<file path="config.mk">
export PLATFORM = sky130hd
export DESIGN_NAME = dpc_path_regs
export DESIGN_NICKNAME = d
export VERILOG_FILES = /design/src/logic/dpc_pkg.sv /design/src/logic/dpc_gain_ramp.sv /design/src/logic/dpc_route_mix.sv /design/src/logic/dpc_path_regs.sv
export SDC_FILE = /design/constraint.sdc
export NUM_CORES = 1
export LEC_CHECK = 0
export BUFFER_PORTS_ARGS = -buffer_cell sky130_fd_sc_hd__buf_2
export CORE_AREA = 2 2 95 189
export CTS_CLUSTER_DIAMETER = 60
export DETAILED_ROUTE_END_ITERATION = 16
export DIE_AREA = 0 0 97 191
export PLACE_DENSITY = 0.65
export SLEW_MARGIN = 40
export SYNTH_ARGS = -nofsm -noshare
export SYNTH_HDL_FRONTEND = slang
export SYNTH_SLANG_ARGS = --single-unit
export TNS_END_PERCENT = 100
</file>
<file path="constraint.sdc">
create_clock -name clk_i -period 13.2 [get_ports clk_i]
set_input_delay 2.64 -clock clk_i [delete_from_list [all_inputs] [get_ports clk_i]]
set_output_delay 2.64 -clock clk_i [all_outputs]
set_load 0.02 [all_outputs]
</file>
<file path="src/logic/dpc_pkg.sv">
// Package: register map, field layout, codes and carriers of the playback path control
package dpc_pkg;

  localparam logic [7:0] DPC_OFS_RSVD_RO_A = 8'h34;
  localparam logic [7:0] DPC_OFS_RSVD_RO_B = 8'h35;
  localparam logic [7:0] DPC_OFS_DIN_CTL   = 8'h36;
  localparam logic [7:0] DPC_OFS_RSVD_RW_LO = 8'h37;
  localparam logic [7:0] DPC_OFS_RSVD_RW_HI = 8'h3B;
  localparam logic [7:0] DPC_OFS_PRB_SEL   = 8'h3C;
  localparam logic [7:0] DPC_OFS_RSVD_RO_C = 8'h3D;
  localparam logic [7:0] DPC_OFS_RSVD_RO_D = 8'h3E;
  localparam logic [7:0] DPC_OFS_SETUP     = 8'h3F;
  localparam logic [7:0] DPC_OFS_VOL_CTL   = 8'h40;

  localparam logic [7:0] DPC_RST_DIN_CTL = 8'h02;
  localparam logic [7:0] DPC_RST_PRB_SEL = 8'h01;
  localparam logic [7:0] DPC_RST_SETUP   = 8'h14;
  localparam logic [7:0] DPC_RST_VOL_CTL = 8'h0C;
  localparam logic [7:0] DPC_RST_RSVD    = 8'h00;

  localparam int DPC_DIN_MODE_LSB = 1;
  localparam int DPC_PRB_LSB      = 0;
  localparam int DPC_PRB_W        = 5;
  localparam int DPC_LPWR_BIT     = 7;
  localparam int DPC_RPWR_BIT     = 6;
  localparam int DPC_LROUTE_LSB   = 4;
  localparam int DPC_RROUTE_LSB   = 2;
  localparam int DPC_STEP_LSB     = 0;
  localparam int DPC_LMUTE_BIT    = 3;
  localparam int DPC_RMUTE_BIT    = 2;
  localparam int DPC_COUPLE_LSB   = 0;

  localparam logic [1:0] DPC_DIN_OFF = 2'h0;
  localparam logic [1:0] DPC_DIN_ON  = 2'h1;
  localparam logic [1:0] DPC_DIN_GPI = 2'h2;

  localparam logic [4:0] DPC_PRB_FIRST = 5'h01;
  localparam logic [4:0] DPC_PRB_LAST  = 5'h19;

  localparam logic [1:0] DPC_ROUTE_OFF  = 2'h0;
  localparam logic [1:0] DPC_ROUTE_OWN  = 2'h1;
  localparam logic [1:0] DPC_ROUTE_SWAP = 2'h2;
  localparam logic [1:0] DPC_ROUTE_MIX  = 2'h3;

  localparam logic [1:0] DPC_STEP_ONE = 2'h0;
  localparam logic [1:0] DPC_STEP_TWO = 2'h1;
  localparam logic [1:0] DPC_STEP_OFF = 2'h2;

  localparam logic [1:0] DPC_COUPLE_R2L = 2'h1;
  localparam logic [1:0] DPC_COUPLE_L2R = 2'h2;

  localparam logic [7:0] DPC_VOL_MAX  = 8'h30;
  localparam logic [7:0] DPC_VOL_MIN  = 8'h81;
  localparam logic [7:0] DPC_VOL_RSVD = 8'h80;
  localparam logic [7:0] DPC_VOL_RST  = 8'h00;

  typedef struct packed {
    logic       wr;
    logic       rd;
    logic [7:0] addr;
    logic [7:0] wdata;
  } dpc_reg_req_t;

endpackage

</file>
<file path="src/logic/dpc_gain_ramp.sv">
// Soft-stepped applied gain of one playback channel
`timescale 1ns/10ps
`default_nettype none
module dpc_gain_ramp
  import dpc_pkg::*;
(
  input  wire logic       clk_i,
  input  wire logic       rst_b_i,
  input  wire logic [7:0] target_i,
  input  wire logic       step_i,
  input  wire logic       bypass_i,
  output logic      [7:0] gain_o
);

  typedef struct packed {
    logic [7:0] gain;
  } dpc_ramp_state_t;

  dpc_ramp_state_t q;
  dpc_ramp_state_t d;

  always_comb begin
    d = q;
    if (bypass_i) begin
      d.gain = target_i;
    end else if (step_i && (q.gain != target_i)) begin
      // Both ends stay within -127..+48, so 8-bit stepping never wraps
      if ($signed(target_i) > $signed(q.gain)) begin
        d.gain = q.gain + 8'h01;
      end else begin
        d.gain = q.gain - 8'h01;
      end
    end
  end

  always_ff @(posedge clk_i or negedge rst_b_i) begin
    if (!rst_b_i) begin
      q.gain <= DPC_VOL_RST;
    end else begin
      q <= d;
    end
  end

  assign gain_o = q.gain;

endmodule
`default_nettype wire

</file>
<file path="src/logic/dpc_route_mix.sv">
// Source selection and mono averaging for one DAC channel
`timescale 1ns/10ps
`default_nettype none
module dpc_route_mix
  import dpc_pkg::*;
#(
  parameter int W = 16
) (
  input  wire logic [W-1:0] own_i,
  input  wire logic [W-1:0] other_i,
  input  wire logic [1:0]   route_i,
  input  wire logic         pwr_i,
  output logic      [W-1:0] data_o
);

  logic [W:0] sum;

  // One extra bit keeps the sum exact before halving
  assign sum = {own_i[W-1], own_i} + {other_i[W-1], other_i};

  always_comb begin
    data_o = '0;
    if (pwr_i) begin
      case (route_i)
        DPC_ROUTE_OWN:  data_o = own_i;
        DPC_ROUTE_SWAP: data_o = other_i;
        DPC_ROUTE_MIX:  data_o = sum[W:1];
        default:        data_o = '0;
      endcase
    end
  end

endmodule
`default_nettype wire

</file>
<file path="src/logic/dpc_path_regs.sv">
// Playback path control registers with routing, muting and soft-stepped gain
`timescale 1ns/10ps
`default_nettype none
// Behaviour
// - Serial input mode 00 powers the input buffer down and the reset mode 01 feeds audio and clocks.
// - Mode 10 makes the pin a general-purpose input, 11 is reserved, and bit 0 reads the buffer level.
// - The five-bit block select picks configuration 1 to 25, resets to 1, other codes are reserved.
// - Setup bit 7 powers the left DAC channel, cleared at reset.
// - Setup bit 6 powers the right DAC channel, cleared at reset.
// - Left routing gives off, left, right or the average, resetting to left.
// - Right routing gives off, right, left or the average, resetting to right.
// - Step field gives one step per sample, per two samples or no stepping, and 11 is never written.
// - Volume control bit 3 mutes the left channel and resets muted.
// - Volume control bit 2 mutes the right channel and resets muted.
// - Coupling 01 copies the right volume to the left, 10 the left to the right, else independent.
// - While the compressor is enabled the volumes stay independent whatever the coupling field says.
// - Volumes are two's complement half-decibel codes from +24 dB down to -63.5 dB.
module dpc_path_regs
  import dpc_pkg::*;
#(
  parameter int W = 16
) (
  input  wire logic         clk_i,
  input  wire logic         rst_b_i,
  input  wire dpc_reg_req_t reg_req_i,
  output logic      [7:0]   reg_rdata_o,
  input  wire logic         din_pin_i,
  output logic              din_buf_en_o,
  output logic              din_audio_en_o,
  output logic              din_gpi_o,
  output logic      [4:0]   prb_sel_o,
  input  wire logic [7:0]   vol_left_i,
  input  wire logic [7:0]   vol_right_i,
  input  wire logic         drc_left_en_i,
  input  wire logic         drc_right_en_i,
  input  wire logic         sample_tick_i,
  input  wire logic [W-1:0] left_data_i,
  input  wire logic [W-1:0] right_data_i,
  output logic              dac_left_pwr_o,
  output logic              dac_right_pwr_o,
  output logic      [W-1:0] dac_left_data_o,
  output logic      [W-1:0] dac_right_data_o,
  output logic              left_mute_o,
  output logic              right_mute_o,
  output logic      [7:0]   left_gain_o,
  output logic      [7:0]   right_gain_o
);

  typedef struct packed {
    logic [7:0]   din_ctl;
    logic [7:0]   prb;
    logic [7:0]   setup;
    logic [7:0]   vol_ctl;
    logic         half;
    logic [7:0]   rdata;
    logic         din_buf_en;
    logic         din_audio_en;
    logic         din_gpi;
    logic         l_pwr;
    logic         r_pwr;
    logic         l_mute;
    logic         r_mute;
    logic [W-1:0] l_data;
    logic [W-1:0] r_data;
  } dpc_state_t;

  localparam dpc_state_t DPC_STATE_RST = '{
    din_ctl:      DPC_RST_DIN_CTL,
    prb:          DPC_RST_PRB_SEL,
    setup:        DPC_RST_SETUP,
    vol_ctl:      DPC_RST_VOL_CTL,
    rdata:        DPC_RST_RSVD,
    din_buf_en:   1'b1,
    din_audio_en: 1'b1,
    l_mute:       DPC_RST_VOL_CTL[DPC_LMUTE_BIT],
    r_mute:       DPC_RST_VOL_CTL[DPC_RMUTE_BIT],
    default:      '0
  };

  dpc_state_t   q;
  dpc_state_t   d;
  logic [1:0]   din_mode_d;
  logic [1:0]   step_mode;
  logic [1:0]   couple;
  logic         drc_any;
  logic         step_pulse;
  logic         bypass;
  logic         din_level;
  logic [7:0]   tgt_l;
  logic [7:0]   tgt_r;
  logic [W-1:0] mix_l;
  logic [W-1:0] mix_r;

  // Reserved volume codes fold onto the nearest legal end of the scale
  function automatic logic [7:0] vol_clamp(input logic [7:0] v);
    logic [7:0] r;
    r = v;
    if ($signed(v) > $signed(DPC_VOL_MAX)) begin
      r = DPC_VOL_MAX;
    end else if (v == DPC_VOL_RSVD) begin
      r = DPC_VOL_MIN;
    end
    return r;
  endfunction

  assign step_mode = q.setup[DPC_STEP_LSB +: 2];
  assign couple    = q.vol_ctl[DPC_COUPLE_LSB +: 2];
  assign drc_any   = drc_left_en_i | drc_right_en_i;
  assign din_level = din_pin_i & q.din_buf_en;

  // Compressor wins over coupling so the two channels never track each other
  assign tgt_l = vol_clamp((!drc_any && couple == DPC_COUPLE_R2L) ? vol_right_i
                                                                   : vol_left_i);
  assign tgt_r = vol_clamp((!drc_any && couple == DPC_COUPLE_L2R) ? vol_left_i
                                                                   : vol_right_i);

  // Code 11 is treated as no stepping, the safest outcome of a forbidden write
  assign bypass     = (step_mode == DPC_STEP_OFF) || (step_mode == 2'h3);
  assign step_pulse = sample_tick_i && ((step_mode == DPC_STEP_ONE) ||
                      ((step_mode == DPC_STEP_TWO) && q.half));

  always_comb begin
    d = q;
    if (reg_req_i.wr) begin
      if (reg_req_i.addr == DPC_OFS_DIN_CTL) begin
        d.din_ctl = {reg_req_i.wdata[7:1], 1'b0};
      end else if (reg_req_i.addr == DPC_OFS_PRB_SEL) begin
        d.prb = reg_req_i.wdata;
      end else if (reg_req_i.addr == DPC_OFS_SETUP) begin
        d.setup = reg_req_i.wdata;
      end else if (reg_req_i.addr == DPC_OFS_VOL_CTL) begin
        d.vol_ctl = reg_req_i.wdata;
      end
    end
    if (reg_req_i.rd) begin
      if (reg_req_i.addr == DPC_OFS_DIN_CTL) begin
        d.rdata = {q.din_ctl[7:1], din_level};
      end else if (reg_req_i.addr == DPC_OFS_PRB_SEL) begin
        d.rdata = q.prb;
      end else if (reg_req_i.addr == DPC_OFS_SETUP) begin
        d.rdata = q.setup;
      end else if (reg_req_i.addr == DPC_OFS_VOL_CTL) begin
        d.rdata = q.vol_ctl;
      end else begin
        d.rdata = DPC_RST_RSVD;
      end
    end
    din_mode_d     = d.din_ctl[DPC_DIN_MODE_LSB +: 2];
    d.din_buf_en   = (din_mode_d == DPC_DIN_ON) || (din_mode_d == DPC_DIN_GPI);
    d.din_audio_en = (din_mode_d == DPC_DIN_ON);
    d.din_gpi      = (q.din_ctl[DPC_DIN_MODE_LSB +: 2] == DPC_DIN_GPI) && din_pin_i;
    d.l_pwr        = d.setup[DPC_LPWR_BIT];
    d.r_pwr        = d.setup[DPC_RPWR_BIT];
    d.l_mute       = d.vol_ctl[DPC_LMUTE_BIT];
    d.r_mute       = d.vol_ctl[DPC_RMUTE_BIT];
    d.l_data       = mix_l;
    d.r_data       = mix_r;
    if (step_mode != DPC_STEP_TWO) begin
      d.half = 1'b0;
    end else if (sample_tick_i) begin
      d.half = ~q.half;
    end
  end

  always_ff @(posedge clk_i or negedge rst_b_i) begin
    if (!rst_b_i) begin
      q <= DPC_STATE_RST;
    end else begin
      q <= d;
    end
  end

  dpc_route_mix #(
    .W (W)
  ) u_mix_left (
    .own_i   (left_data_i),
    .other_i (right_data_i),
    .route_i (q.setup[DPC_LROUTE_LSB +: 2]),
    .pwr_i   (q.l_pwr),
    .data_o  (mix_l)
  );

  dpc_route_mix #(
    .W (W)
  ) u_mix_right (
    .own_i   (right_data_i),
    .other_i (left_data_i),
    .route_i (q.setup[DPC_RROUTE_LSB +: 2]),
    .pwr_i   (q.r_pwr),
    .data_o  (mix_r)
  );

  dpc_gain_ramp u_ramp_left (
    .clk_i    (clk_i),
    .rst_b_i  (rst_b_i),
    .target_i (tgt_l),
    .step_i   (step_pulse),
    .bypass_i (bypass),
    .gain_o   (left_gain_o)
  );

  dpc_gain_ramp u_ramp_right (
    .clk_i    (clk_i),
    .rst_b_i  (rst_b_i),
    .target_i (tgt_r),
    .step_i   (step_pulse),
    .bypass_i (bypass),
    .gain_o   (right_gain_o)
  );

  assign reg_rdata_o      = q.rdata;
  assign din_buf_en_o     = q.din_buf_en;
  assign din_audio_en_o   = q.din_audio_en;
  assign din_gpi_o        = q.din_gpi;
  assign prb_sel_o        = q.prb[DPC_PRB_LSB +: DPC_PRB_W];
  assign dac_left_pwr_o   = q.l_pwr;
  assign dac_right_pwr_o  = q.r_pwr;
  assign dac_left_data_o  = q.l_data;
  assign dac_right_data_o = q.r_data;
  assign left_mute_o      = q.l_mute;
  assign right_mute_o     = q.r_mute;
endmodule
`default_nettype wire

</file>
==> qor.csv <==
stage,metric,value,unit
clock_network,cts_tree,yes,
synth,synth_common_cells,"83 x dfrtp_1, 61 x nand2_1, 48 x ha_1, 48 x nor2_1, 47 x buf_4",
floorplan,std_cell_rows,68,
drt,wirelength,17.73,mm
sta,period_share,54.44,%
drt,drcViolationCount,0,
sta,hold_viol,0,
worst_setup_path,end_kind,register,
clock_network,clockBufferDepth,2,
global_routing,gr-usage-all-layers,19.45,%
power_and_ir_drop,finalPower,1.246,mW
layout,drive_above_1_share,27.53,%
synth,netlist_area,6703,sq um
synth,syn_area_per_cell,9.258,sq um
floorplan,die_h,191,um
synth,synth_area_leaders,"dfrtp_1 31%, ha_1 9.0%, mux2_2 6.4%",
synth,synth.distinct_cells,72,
worst_setup_path,required,13.43,ns
drt,ant_nets,0,
floorplan,initial_core_util,39.19,%
worst_setup_path,path_max_fanout,8,
clock_network,holdBufCountCts,0,
worst_hold_path,min_path_type,register to register,
power_and_ir_drop,power_frac_clock,20.6,%
place,place_hpwl,13.16,mm
sta,fmax,139.2,MHz
clock_network,h-tree-depth,3,
power_and_ir_drop,combinationalPowerShare,50.3,%
run_status,status,"finished, final reports clean",
place,placed_cells,1004,
clock_network,cts_sinks,91,
place,portBuffers,139,
layout,fin_area,7567,sq um
sta,worst_slew_pin_slew,0.8045,ns
sta,skew,0.009268,ns
synth,synthMostInstantiatedCell,dfrtp_1,
synth,synth.net_count,847,
sta,timing.hold.ws,0.5153,ns
clock_network,clk_pin_slew,0.07,ns
global_routing,grt_pass1_wl,29.34,mm
power_and_ir_drop,share_seq_of_total_power,29.1,%
drt,wl_per_cell,17.39,um
layout,num-fill-cells,1730,
drt,drt-initial-drc-count,251,
worst_setup_path,worstSetupStartpointType,input port,
floorplan,core,17100,sq um
synth,synth-edff-count,0,
global_routing,gr-total-overflow,0,
drt,routed_via_density,5.627,
synth,async_flop_share,100.0,%
floorplan,die_w,97,um
place,routabilityCongestion,0.8533,
power_and_ir_drop,swShare,41.87,%
layout,final_cells,1020,
synth,synth_ff_type,dfrtp_1,
global_routing,antenna_found_initial,0,
worst_setup_path,critical_path_class,input port to register,
sta,maxSlewViolCount,0,
clock_network,cts_setup_buffers,0,
global_routing,grt_max_degree,61,
synth,yosysWarnings,0,
place,place_area,7276,sq um
synth,yosysTopAreaCellShare,30.99,%
synth,synthCells,724,
sta,relSlewSlack,46.36,%
layout,fin_nets,928,
floorplan,die_area,18530,sq um
synth,ys_ff_latch,91,
worst_setup_path,reg2reg_slack,7.93,ns
power_and_ir_drop,p_int,0.7245,mW
power_and_ir_drop,p_sw,0.5219,mW
layout,area_growth_syn_to_layout,12.90,%
layout,num_antenna_cells,0,
synth,synth_seq_area_share,34.12,%
clock_network,clk_latency,0.35,ns
sta,period_needed,7.186,ns
power_and_ir_drop,p_per_area,164.7,nW/um^2
job,cap_violations,0,
sta,rsz0062_at_grt,false,
drt,dr.pass1.iters,5,
sta,setup_viol,0,
global_routing,grt_pass1_vias,5796,
clock_network,post_cts_resized,0,
clock_network,cts_root_buffer,clkbuf_16,
worst_setup_path,cp.arrival,7.42,ns
power_and_ir_drop,ir_drop,0.0001411,V
power_and_ir_drop,p_leak,3.577,nW
synth,yosysTopAreaCell,dfrtp_1,
sta,fin_setup_tns,0,ns
clock_network,cts_inserted_buffers,9,
drt,num_vias,5740,
floorplan,io_pins,140,
-- logic make-up (layout without fill, tap and decap cells) --
group,after synthesis,in the layout,synth area share (%)
and+or+nand+nor,226,226,17.19
AOI/OAI and AO/OA,172,172,18.01
buffers and inverters,104,190,8.512
DFF,91,91,34.12
muxes,61,61,9.819
adders and majority gates,51,51,9.856
xor gates and xnor gates,19,19,2.483
-- layout make-up --
class,count,area [sq um],share of cell area (%)
Sequential cell,91,2288,30.24
Timing Repair Buffer,144,739.5,9.772
Multi-Input combinational cell,529,3876,51.22
Clock buffer,9,225.2,2.976
Inverter,30,112.6,1.488
Clock inverter,7,62.56,0.8267
Tap cell,210,262.8,3.472
-- worst paths after layout --
| kind | endpoint | cells after the start | start |
|---|---|---|---|
| max reg2reg | u_ramp_right.gain_o[7] | 17 | couple[0] |
| max | u_ramp_right.gain_o[7] | 18 | drc_right_en_i |
| min in group asynchronous | dac_left_data_o[12] | 1 | rst_b_i |
| max in group asynchronous | q[57] | 2 | rst_b_i |
| min reg2reg | q[75] | 1 | q[75] |
| min | q[75] | 1 | q[75] |
-- through the flow --
stage                     worst slack (ns)  util (%)
after global routing                 5.730     44.25
final                                6.014     44.25
after global placement               5.795     42.39
after floorplan                      6.653         -
after detailed placement             5.736     42.54
after CTS                            6.100     44.23
-- power groups by stage --
stage                     Combinational [mW]  Clock [mW]  Sequential [mW]
after global routing                   0.709       0.275            0.370
after detailed placement               0.624           0            0.369
after floorplan                        0.452           0            0.382
after global placement                 0.608           0            0.369
final                                  0.627       0.256            0.363
after CTS                              0.629       0.265            0.364
-- routing by layer --
layer,vias to the layer above,track usage [%],share of wire (%)
li1,2773,-,-
met1,2774,26.31,46
met2,166,31.68,48
met3,27,2.925,4.3
met4,0,6.880,2.0
met5,-,0,0
-- worst max-delay path, stage by stage --
cell	delay, ns
buf_2	0.14
nor4b_4	0.62
mux2i_1	0.43
inv_1	0.15
a21oi_1	0.39
nor2_1	0.08
ha_1	0.33
nand4_1	0.16
o21ai_0	0.25
a31oi_1	0.10
nor2_1	0.49
ha_1	0.34
a21oi_1	0.18
o211ai_1	0.16
o41ai_1	0.30
o21ai_0	0.18
and4_1	0.23
o31a_1	0.23
-- sequential cells by signal, summed over array words and instances, names as in the netlist --
| signal | count |
|---|---|
| q | 25 |
| prb_sel_o | 5 |
| couple | 2 |
| u_ramp_left.gain_o | 8 |
| din_buf_en_o | 1 |
| dac_right_data_o | 16 |
| din_gpi_o | 1 |
| din_audio_en_o | 1 |
| u_ramp_right.gain_o | 8 |
| reg_rdata_o | 8 |
| dac_left_data_o | 16 |
-- cell usage in the layout (no fill, tap or decap), types with 10 or more instances in the layout --
master,count
buf_2,138
dfrtp_1,82
nand2_1,61
nor2_1,48
ha_1,48
a21oi_1,38
mux2_2,38
inv_1,30
nand3_1,27
mux2i_1,23
o21ai_0,21
xnor2_1,14
nor2b_1,13
a31oi_1,13
nand4_1,12
a22oi_1,12
nor3_1,10
nand2b_1,10
No activity file was read; power rests on OpenSTA's default activity.
